**config.mk**
```make
export PLATFORM = sky130hd
export DESIGN_NAME = dcdcc_ctrl
export DESIGN_NICKNAME = d
export VERILOG_FILES = /design/src/dcdcc_pkg.sv /design/src/dcdcc_lockstep.sv /design/src/dcdcc_ctrl.sv
export SDC_FILE = /design/constraint.sdc
export NUM_CORES = 1
export LEC_CHECK = 0
export BUFFER_PORTS_ARGS = -buffer_cell sky130_fd_sc_hd__buf_2
export CORE_UTILIZATION = 54
export CTS_CLUSTER_SIZE = 40
export DETAILED_ROUTE_END_ITERATION = 6
export GPL_ROUTABILITY_DRIVEN = 0
export PLACE_DENSITY = 0.9
export SETUP_SLACK_MARGIN = 0.3
export SKIP_LAST_GASP = 1
export SYNTH_ARGS = -nofsm -noshare
export SYNTH_HDL_FRONTEND = slang
export SYNTH_SLANG_ARGS = --single-unit
export TNS_END_PERCENT = 30
```
**constraint.sdc**
```tcl
create_clock -name i_mclk -period 2.59 [get_ports i_mclk]
set_clock_uncertainty 0.15 [all_clocks]
set_input_delay 0.3885 -clock i_mclk [delete_from_list [all_inputs] [get_ports i_mclk]]
set_output_delay 0.3885 -clock i_mclk [all_outputs]
set_load 0.01 [all_outputs]
```
**src/dcdcc_pkg.sv**
```systemverilog
// shared constants for the converter control register block
package dcdcc_pkg;

    // register placement on the special-function register space
    localparam logic [7:0] DCDCC_SFR_PAGE    = 8'h00;
    localparam logic [7:0] DCDCC_CTRL_ADDR   = 8'h97;
    localparam logic [7:0] DCDCC_CTRL_RESET  = 8'h21;

    // field positions inside dcdc_control
    localparam int         DCDCC_MPW_MSB     = 7;
    localparam int         DCDCC_MPW_LSB     = 6;
    localparam int         DCDCC_SWSZ_BIT    = 5;
    localparam int         DCDCC_RSVD_BIT    = 4;
    localparam int         DCDCC_LOCK_BIT    = 3;
    localparam int         DCDCC_OLVL_MSB    = 2;
    localparam int         DCDCC_OLVL_LSB    = 0;

    // writable bits; the reserved bit always reads zero
    localparam logic [7:0] DCDCC_CTRL_WMASK  = 8'hef;

    // minimum pulse width codes
    typedef enum logic [1:0] {
        DCDCC_MPW_NONE = 2'h0,
        DCDCC_MPW_20   = 2'h1,
        DCDCC_MPW_40   = 2'h2,
        DCDCC_MPW_80   = 2'h3
    } dcdcc_mpw_t;

    // pulse widths in ns and their cycle counts at the system clock
    localparam int         DCDCC_MCLK_PERIOD_NS = 20;
    localparam int         DCDCC_MPW_20_NS      = 20;
    localparam int         DCDCC_MPW_40_NS      = 40;
    localparam int         DCDCC_MPW_80_NS      = 80;
    localparam logic [2:0] DCDCC_MPW_20_CYC     =
        3'((DCDCC_MPW_20_NS + DCDCC_MCLK_PERIOD_NS - 1) / DCDCC_MCLK_PERIOD_NS);
    localparam logic [2:0] DCDCC_MPW_40_CYC     =
        3'((DCDCC_MPW_40_NS + DCDCC_MCLK_PERIOD_NS - 1) / DCDCC_MCLK_PERIOD_NS);
    localparam logic [2:0] DCDCC_MPW_80_CYC     =
        3'((DCDCC_MPW_80_NS + DCDCC_MCLK_PERIOD_NS - 1) / DCDCC_MCLK_PERIOD_NS);
    localparam logic [2:0] DCDCC_MPW_NONE_CYC   = 3'h0;

    // target output level in millivolts per code
    localparam logic [11:0] DCDCC_VOUT_MV [0:7] = '{
        12'h708, 12'h76c, 12'h7d0, 12'h834,
        12'h960, 12'ha8c, 12'hbb8, 12'hce4
    };
    localparam logic [11:0] DCDCC_VOUT_RESET_MV = 12'h76c;

    // lockstep phase measurement
    localparam int          DCDCC_PHASE_W       = 8;
    localparam logic [7:0]  DCDCC_PHASE_MAX     = 8'hff;
    localparam logic [7:0]  DCDCC_PHASE_ONE     = 8'h01;
    localparam logic [7:0]  DCDCC_PHASE_ZERO    = 8'h00;

    typedef enum logic [2:0] {
        DCDCC_LS_OFF    = 3'b001,
        DCDCC_LS_ACQ    = 3'b010,
        DCDCC_LS_LOCKED = 3'b100
    } dcdcc_ls_state_t;

endpackage

```
**src/dcdcc_lockstep.sv**
```systemverilog
`timescale 1ns/1ns
// converter-synchronous adc tracking window and sar clock
module dcdcc_lockstep
    import dcdcc_pkg::*;
(
    input  wire logic i_mclk,
    input  wire logic i_rst,
    input  wire logic i_enable,
    input  wire logic i_dcdc_clk,
    output logic      o_track,
    output logic      o_sar_clk,
    output logic      o_locked
);

    typedef struct packed {
        logic                     sync1;
        logic                     sync2;
        logic                     last;
        dcdcc_ls_state_t          state;
        logic [1:0]               rises;
        logic [DCDCC_PHASE_W-1:0] hi_cnt;
        logic [DCDCC_PHASE_W-1:0] lo_cnt;
        logic [DCDCC_PHASE_W-1:0] hi_len;
        logic [DCDCC_PHASE_W-1:0] lo_len;
        logic                     track;
        logic                     sar;
    } dcdcc_ls_t;

    dcdcc_ls_t ls_r;
    dcdcc_ls_t ls_nxt;
    logic      rise;
    logic      fall;

    // edges come from the second stage only, never the first
    assign rise = ls_r.sync2 & ~ls_r.last;
    assign fall = ~ls_r.sync2 & ls_r.last;

    // phase measurement and quiet-interval selection
    always_comb begin
        ls_nxt       = ls_r;
        ls_nxt.sync1 = i_dcdc_clk;
        ls_nxt.sync2 = ls_r.sync1;
        ls_nxt.last  = ls_r.sync2;
        // saturate so a stalled converter clock cannot wrap the count
        if (ls_r.sync2) begin
            if (ls_r.hi_cnt != DCDCC_PHASE_MAX) ls_nxt.hi_cnt = ls_r.hi_cnt + DCDCC_PHASE_ONE;
        end else begin
            if (ls_r.lo_cnt != DCDCC_PHASE_MAX) ls_nxt.lo_cnt = ls_r.lo_cnt + DCDCC_PHASE_ONE;
        end
        if (rise) begin
            ls_nxt.lo_len = ls_r.lo_cnt;
            ls_nxt.lo_cnt = DCDCC_PHASE_ZERO;
        end
        if (fall) begin
            ls_nxt.hi_len = ls_r.hi_cnt;
            ls_nxt.hi_cnt = DCDCC_PHASE_ZERO;
        end
        unique case (ls_r.state)
            DCDCC_LS_OFF: begin
                ls_nxt.rises = 2'h0;
                if (i_enable) ls_nxt.state = DCDCC_LS_ACQ;
            end
            DCDCC_LS_ACQ: begin
                // two rises bracket one complete switching cycle
                if (rise) ls_nxt.rises = ls_r.rises + 2'h1;
                if (rise && ls_r.rises == 2'h1) ls_nxt.state = DCDCC_LS_LOCKED;
                if (!i_enable) ls_nxt.state = DCDCC_LS_OFF;
            end
            DCDCC_LS_LOCKED: begin
                if (!i_enable) ls_nxt.state = DCDCC_LS_OFF;
            end
            default: ls_nxt.state = DCDCC_LS_OFF;
        endcase
        // track during the longer of the two phases of the cycle
        if (ls_r.state == DCDCC_LS_LOCKED && i_enable) begin
            ls_nxt.track = (ls_r.lo_len >= ls_r.hi_len) ? ~ls_r.sync2 : ls_r.sync2;
        end else begin
            ls_nxt.track = 1'b0;
        end
        // sar clock follows the converter clock, so it stays in step with it
        ls_nxt.sar = i_enable ? ls_r.sync2 : 1'b0;
    end

    always_ff @(posedge i_mclk or posedge i_rst) begin
        if (i_rst) begin
            ls_r <= '{state: DCDCC_LS_OFF, default: '0};
        end else begin
            ls_r <= ls_nxt;
        end
    end

    assign o_track   = ls_r.track;
    assign o_sar_clk = ls_r.sar;
    assign o_locked  = (ls_r.state == DCDCC_LS_LOCKED);

endmodule // dcdcc_lockstep

```
**src/dcdcc_ctrl.sv**
```systemverilog
`timescale 1ns/1ns
// What this block does
// - control register, page 0x0, address 0x97, read/write
// - bits 7:6 select minimum pulse width
// - bit 5 clear large switches, set small
// - lockstep clear runs adc independently
// - lockstep set syncs tracking and sar clock
// - bits 2:0 select target output level
// - level codes map 1.8 V to 3.3 V
module dcdcc_ctrl
    import dcdcc_pkg::*;
(
    input  wire logic        i_mclk,
    input  wire logic        i_rst,
    // special-function register access
    input  wire logic [7:0]  i_sfr_page,
    input  wire logic [7:0]  i_sfr_addr,
    input  wire logic        i_sfr_wr,
    input  wire logic        i_sfr_rd,
    input  wire logic [7:0]  i_sfr_wdata,
    output logic      [7:0]  o_sfr_rdata,
    output logic             o_sfr_sel,
    // converter controls
    output logic      [1:0]  o_min_pulse_width_sel,
    output logic      [2:0]  o_min_pulse_cycles,
    output logic             o_switch_size_sel,
    output logic             o_large_switch_en,
    output logic             o_small_switch_en,
    output logic      [2:0]  o_output_level_sel,
    output logic      [11:0] o_target_mv,
    // analog converter timing
    input  wire logic        i_dcdc_clk,
    input  wire logic        i_adc_track_req,
    input  wire logic        i_adc_sar_clk,
    input  wire logic [4:0]  i_adc_clock_prescale,
    output logic             o_adc_track,
    output logic             o_adc_sar_clk,
    output logic             o_adc_lockstep,
    output logic             o_lockstep_locked,
    output logic             o_prescale_conflict
);

    typedef struct packed {
        logic [7:0]  ctrl;
        logic [7:0]  rdata;
        logic [2:0]  mpw_cyc;
        logic [11:0] target_mv;
        logic        track;
        logic        sar;
        logic        conflict;
    } dcdcc_state_t;

    dcdcc_state_t st_r;
    dcdcc_state_t st_nxt;
    logic         hit;
    logic         lock_en;
    logic         ls_track;
    logic         ls_sar;
    logic         ls_locked;
    dcdcc_mpw_t   mpw_code;

    // address decode on page and address together
    assign hit      = (i_sfr_page == DCDCC_SFR_PAGE) && (i_sfr_addr == DCDCC_CTRL_ADDR);
    assign lock_en  = st_r.ctrl[DCDCC_LOCK_BIT];
    assign mpw_code = dcdcc_mpw_t'(st_r.ctrl[DCDCC_MPW_MSB:DCDCC_MPW_LSB]);

    // lockstep timing runs only while the lockstep bit is set
    dcdcc_lockstep u_lockstep (
        .i_mclk    (i_mclk),
        .i_rst     (i_rst),
        .i_enable  (lock_en),
        .i_dcdc_clk(i_dcdc_clk),
        .o_track   (ls_track),
        .o_sar_clk (ls_sar),
        .o_locked  (ls_locked)
    );

    // register write, read capture and derived controls
    always_comb begin
        st_nxt = st_r;
        // reserved bit is masked so it always reads back as zero
        if (i_sfr_wr && hit) begin
            st_nxt.ctrl = i_sfr_wdata & DCDCC_CTRL_WMASK;
        end
        // read data valid the cycle after the strobe; zero when not selected
        if (i_sfr_rd && hit) begin
            st_nxt.rdata = st_r.ctrl;
        end else begin
            st_nxt.rdata = 8'h00;
        end
        // pulse width code to a count of system clock cycles
        unique case (mpw_code)
            DCDCC_MPW_NONE: st_nxt.mpw_cyc = DCDCC_MPW_NONE_CYC;
            DCDCC_MPW_20:   st_nxt.mpw_cyc = DCDCC_MPW_20_CYC;
            DCDCC_MPW_40:   st_nxt.mpw_cyc = DCDCC_MPW_40_CYC;
            DCDCC_MPW_80:   st_nxt.mpw_cyc = DCDCC_MPW_80_CYC;
        endcase
        // level code to millivolts for the regulation loop
        st_nxt.target_mv = DCDCC_VOUT_MV[st_r.ctrl[DCDCC_OLVL_MSB:DCDCC_OLVL_LSB]];
        // adc path: free running unless lockstep is enabled
        if (lock_en) begin
            st_nxt.track = ls_track;
            st_nxt.sar   = ls_sar;
        end else begin
            st_nxt.track = i_adc_track_req;
            st_nxt.sar   = i_adc_sar_clk;
        end
        // software must zero the prescale in lockstep; flag it if it forgot while the lockstep bit is set
        st_nxt.conflict = lock_en && (i_adc_clock_prescale != 5'h00);
    end

    // one register stage holds all state outside the lockstep unit
    always_ff @(posedge i_mclk or posedge i_rst) begin
        if (i_rst) begin
            st_r <= '{ctrl: DCDCC_CTRL_RESET, target_mv: DCDCC_VOUT_RESET_MV, default: '0};
        end else begin
            st_r <= st_nxt;
        end
    end

    // outputs straight from the register fields, except o_sfr_sel from the live address decode and o_lockstep_locked from the lockstep state
    assign o_sfr_rdata           = st_r.rdata;
    assign o_sfr_sel             = hit;
    assign o_min_pulse_width_sel = st_r.ctrl[DCDCC_MPW_MSB:DCDCC_MPW_LSB];
    assign o_min_pulse_cycles    = st_r.mpw_cyc;
    assign o_switch_size_sel     = st_r.ctrl[DCDCC_SWSZ_BIT];
    assign o_large_switch_en     = ~st_r.ctrl[DCDCC_SWSZ_BIT];
    assign o_small_switch_en     = st_r.ctrl[DCDCC_SWSZ_BIT];
    assign o_output_level_sel    = st_r.ctrl[DCDCC_OLVL_MSB:DCDCC_OLVL_LSB];
    assign o_target_mv           = st_r.target_mv;
    assign o_adc_track           = st_r.track;
    assign o_adc_sar_clk         = st_r.sar;
    assign o_adc_lockstep        = lock_en;
    assign o_lockstep_locked     = ls_locked;
    assign o_prescale_conflict   = st_r.conflict;

endmodule // dcdcc_ctrl

```
# Word-level counts from Yosys, hierarchy flattened
# Memory sizes are Yosys's and may differ from the RTL's. A register that Yosys moved wholly into a read port is not among the register bits.
# Cells that the tools add are included.
dict set report totals {
  reg_bits 63
  memories 1
  in_bits 36
  rom_bits 96
}
dict set report op_classes {
  reduce_logical 17
  bitwise 6
  n_lt_le_gt_ge 1
  eq_ne 15
  add_sub_neg 3
  n_mux 19
}
# memory depth word_bits read_ports rd_ports_with_merged_regs wr line_no
set mem_list {}
lappend mem_list {{(no name shown)} 8 12 1 1 0 dcdcc_ctrl.sv:99} ;# st_nxt.target_mv = DCDCC_VOUT_MV[st_r.ctrl[DCDCC_OLVL_MSB:DCDCC_OLVL_LSB]];
# cell count
set ops {}
lappend ops {{8-bit 2-to-1 mux} 7}
lappend ops {{8-bit by 1-bit adder with 8-bit output, second input constant} 2}
lappend ops {{8-bit inequality test, second input constant} 2}
lappend ops {{3-bit 2-to-1 mux} 4}
lappend ops {{3-bit one-hot mux with 4 select lines} 1}
lappend ops {{3-bit one-hot mux with 3 select lines} 1}
lappend ops {{8-bit == test, second input constant} 1}
lappend ops {{8-bit greater-or-equal comparator} 1}
lappend ops {{8-bit logical NOT} 1}
lappend ops {{2-bit nonzero test} 4}
lappend ops {{1-bit logical AND} 6}
lappend ops {{2-bit inequality test, second input constant} 3}
lappend ops {{2-bit AND reduction} 3}
lappend ops {{5-bit nonzero test} 1}
lappend ops {{2-bit by 1-bit == test with 1-bit output, second input constant} 2}
lappend ops {{2-bit == test, second input constant} 2}
lappend ops {{2-bit 2-to-1 mux} 2}
lappend ops {{3-bit inverter with 4-bit output} 1}
lappend ops {{2-bit one-hot mux with 2 select lines} 1}
lappend ops {{3-bit by 1-bit == test with 1-bit output, second input constant} 1}
lappend ops {{3-bit by 2-bit == test with 1-bit output, second input constant} 1}
lappend ops {{3-bit == test, second input constant} 1}
lappend ops {{1-bit 2-to-1 mux} 3}
lappend ops {{3-bit by 2-bit inequality test with 1-bit output, second input constant} 1}
lappend ops {{other kinds (6)} 9}

# Longest topological paths before layout
dict set report depth {
  ltp_word 6
  mapped_depth 7
}

# Modules after synthesis
# Synthesis repeated with hierarchy kept, for this count alone.
dict set report unflattened {
  cells_unflattened 310
  hier_area_um2 3349.5
}
# module cells_each area_each_um2 instances
set by_module_without_submodules {}
lappend by_module_without_submodules {dcdcc_lockstep 225 2149.6 1}
lappend by_module_without_submodules {dcdcc_ctrl 85 1199.9 1}

# Worst setup path after synthesis
# OpenSTA, ideal clock, no wires.
dict set report synth_timing {
  path_type {input port to flip-flop}
  startpoint {input port i_sfr_page[2]}
  endpoint {register st_r (netlist bit o_adc_lockstep)}
  t_arrival_ps 1887
  setup_ps 125
  t_required_ps 2315
  path_stages 4
  path_slack_ps 428
  path_cell_list {or4_4 -> nor4_4 -> nand2_4 -> mux2_4}
}
dict set report synth_between {
  elab_chain_cells 3
}
# item line_no
set synth_rtl {}
lappend synth_rtl {{start, declared} dcdcc_ctrl.sv:16} ;# input wire logic [7:0] i_sfr_page,
lappend synth_rtl {{8-bit logical NOT} dcdcc_ctrl.sv:63} ;# assign hit = (i_sfr_page == DCDCC_SFR_PAGE) && (i_sfr_addr == DCDCC_CTRL_ADDR);
lappend synth_rtl {{1-bit logical AND} dcdcc_ctrl.sv:63}
lappend synth_rtl {{named net o_sfr_sel} dcdcc_ctrl.sv:22} ;# output logic o_sfr_sel,
lappend synth_rtl {{1-bit logical AND} dcdcc_ctrl.sv:82} ;# if (i_sfr_wr && hit) begin
lappend synth_rtl {{end signal, assigned} dcdcc_ctrl.sv:117} ;# st_r <= st_nxt;
lappend synth_rtl {{end, declared} dcdcc_ctrl.sv:53} ;# dcdcc_state_t st_r;
# The timed path passes the listed nets, and every way through them passes these cells.
# A chain may end at the register's enable or synchronous reset.

# Worst setup path in the final report
dict set report layout_timing {
  startpoint {input port i_sfr_page[2]}
  endpoint {output port o_sfr_sel}
}
dict set report layout_between {
  elab_chain_cells 2
}
# item line_no
set layout_rtl {}
lappend layout_rtl {{8-bit logical NOT} dcdcc_ctrl.sv:63}
lappend layout_rtl {{1-bit logical AND} dcdcc_ctrl.sv:63}
lappend layout_rtl {{end, declared} dcdcc_ctrl.sv:22}
# Every way passes these cells.

==> results.md <==
* Status: completed
* Total GRT Usage at 0.250
* Yosys reg bits at around 70
* Post-place setup slack at 306 ps
* RSZ-0062 raised after global routing: false
* Area grow syn2layout at 21.1%
* Post-synth top cells: 62 x dfrtp_1, 47 x nand2_1, 25 x o21ai_0
* Mean post-synth cell area at 10.7 sq um
* Internal at between 1.5 and 2 mW
* Top_reg_cell synth: dfrtp_1
* Number of placement rows at 28
* Crit Path Category: input pin to output port
* Slew margin rel. at 0.600
* # port buffers at between 60 and 70
* First-pass DRT Iterations at 4
* GRT Residual Overflow at 0
* Compound-Gate Fraction of Synth Area at 0.0881
* Die height at 80.1 microns
* Final hold vios at 0
* Xor/xnor share of the synthesized area at 0.0106
* DR vias/cell at ~5.5
* Filler cells at between 400 and 500
* Synth top area cells: dfrtp_1 47%, dfstp_2 8.0%, ha_1 5.7%, nand2_1 5.4%, o21ai_0 3.8%
* DRC Markers at 0
* Initial DRC Count at around 170
* Final Cycle Share at 0.865
* Post-CTS Resized at 0
* CP Cell Sequence: buf_2, or4_4, nor4_4, buf_2
* First-pass GRT wire length at about 12000 microns
* Clock latency on the worst-skew pair at between 300 and 400 ps
* Largest family of logic cells by synthesized area: simple AND/OR/NAND/NOR gates
* Minimum clock period at approximately 2200 ps
* Max incr delay on CP at 540 ps
* Setup bufs post-CTS at 0
* Comb power frac at 0.087
* Starting density of the core at 0.560
* Crit path launch type: input pin
* Vias in the first global route at around 2500
* Post-route ant nets at 0
* Worst reg2reg startpoint: u_lockstep.ls_nxt[39]
* Async SR Flop Fraction at 1.00
* Fmax at roughly 450 MHz
* Slowest CP cell: or4_4
* Worst setup margin at 349 ps
* Max-cap violations at 0
* Yosys warns at 0
* Top-level I/O count at 73
* Clk slew on worst S/H paths at approximately 80 ps
* Crit path depth at 4
* Share of layout cells above drive strength 1 at 0.313
* H-tree depth at 3
* Pwr dens at 641 nW/um^2
* Part of the power in the clock network at 0.425
* Switching power at 612 uW
* Cells on worst reg2reg path at 3
* Mapped Cells at roughly 310
* Most frequent cell after synthesis: dfrtp_1
* Sequential Power Share at 0.488
* Crit path buffers/inverters at 2
* Max Root-Sink Buffers at 2
* Pleak at approximately 2 nW
* Post-synth EDFFs at 0
* Clock root cell: clkbuf_8
* Delay-heaviest family, CP: simple AND/OR/NAND/NOR gates
* Worst setup path start: i_sfr_page[2]
* Critical path required time at roughly 2100 ps
* Seq/Total Area, Yosys at 0.551
* Setup crit end kind: output port
* Hold Path Origin: i_sfr_wdata[1]
* Max-slew violations at 0
* Setup TNS at 0 ps
* Switching share of power at 0.239
* Die ar. at 6410 sq um
* Area leader, netlist: dfrtp_1
* WHS Path Cells at 2
* Ant. Diodes at 0
* Worst slew pin tran at about 600 ps
* Initial antenna violation count at 0
* Average routed wire per standard cell at 15.2 microns
* Peak VDD IR at 0.000427 V
* Core ar. at between 5000 and 6000 sq um
* Final wirelength at 7040 microns
* Post-synthesis cell area at 3290 sq um
* Netlist cell types at between 40 and 50
* Hold crit path type: input pin to flip-flop
* TritonCTS clock tree: built
* Nets@finish at about 430
* Max Fanout on Critical Path at 5
* TritonCTS Buffers at 9
* Clk sinks at a little over 70
* Synth top area share at 0.471
* Pin count of the biggest net entering global routing at 53
* Cts hold-fix bufs at 2
* Mux cell area share after synthesis at 0.0479
* WP data arrival at approximately 1700 ps
* CP dominant cell by count: buf_2
* Adder-Cell Fraction of Synth Area at 0.0570
* Final setup fails at 0
* Detailed-route via count at approximately 2500
* Post-synthesis simple-gate area fraction at 0.204
* HPWL Detailed at 4920 microns
* Die Wd at around 80 microns
-- flip-flops by register name, summed over array words and instances (netlist names) --
signal                 flops
u_lockstep.ls_r           38
o_target_mv               10
o_sfr_rdata                7
o_min_pulse_cycles         3
o_output_level_sel         3
o_min_pulse_width_sel      2
u_lockstep.ls_nxt          2
o_adc_lockstep             1
o_adc_sar_clk              1
o_adc_track                1
o_prescale_conflict        1
o_small_switch_en          1
u_lockstep.o_sar_clk       1
u_lockstep.o_track         1
-- layout by cell type, fill, tap and decap left out, types with 5 or more instances in the layout --
cell type / instances
a21oi_1: 8
and3_2: 7
buf_2: 68
buf_4: 5
clkbuf_8: 10
dfrtp_1: 62
dfstp_2: 10
ha_1: 15
inv_1: 15
mux2_4: 7
nand2_1: 47
nand3_1: 13
nor2_1: 11
nor2b_1: 7
nor3_1: 5
nor3b_1: 5
o21ai_0: 25
-- power groups by stage --
stage               registers [mW]  logic [mW]  clock network (mW)
floorplan                     1.25       0.154                   0
global placement              1.26       0.208                   0
detailed placement            1.27       0.225                   0
CTS                           1.25       0.228                1.09
global route                  1.26       0.270                1.14
finish                        1.25       0.223                1.09
-- final timing paths --
check | to | slack (ps)
max | o_sfr_sel | 350
min reg2reg | u_lockstep.ls_nxt[39] | 220
max in group asynchronous | o_small_switch_en | 1170
min | o_output_level_sel[1] | 120
min in group asynchronous | o_target_mv[4] | 460
max reg2reg | u_lockstep.ls_r[35] | 460
-- layout make-up --
class	count	area, sq um	area share
clock buffer	11	141	0.0354
inverter	16	63.8	0.0160
sequential	72	1810	0.455
timing repair buffer	76	418	0.105
multi-input combinational	207	1350	0.339
tap	75	93.8	0.0235
clock inverter	5	104	0.0260
-- stage by stage --
stage	std cells	total power, mW	util	hold slack (ps)	area (sq um)
final	462	2.56	0.678	116	3990
after global routing	462	2.67	0.678	107	3990
after CTS	462	2.56	0.678	116	3990
after detailed placement	444	1.49	0.633	200	3720
after global placement	444	1.47	0.633	194	3720
after floorplan	310	1.40	-	181	3300
-- metal layers --
metal / global-route usage / share of wire / vias up
met4: 0.0821 / 0.020 / 0
met3: 0.0920 / 0.070 / 16
met1: 0.280 / 0.40 / 1229
met2: 0.438 / 0.51 / 82
li1: - / - / 1207
met5: 0 / 0 / -
-- cells by family after synthesis --
group           after synthesis
compound gates               49
buf+inv                      31
flops                        72
other cells                   1
simple gates                124
xor+xnor                      4
mux                          12
fa+ha+maj                    15
Power figures use the tool's default switching activity.
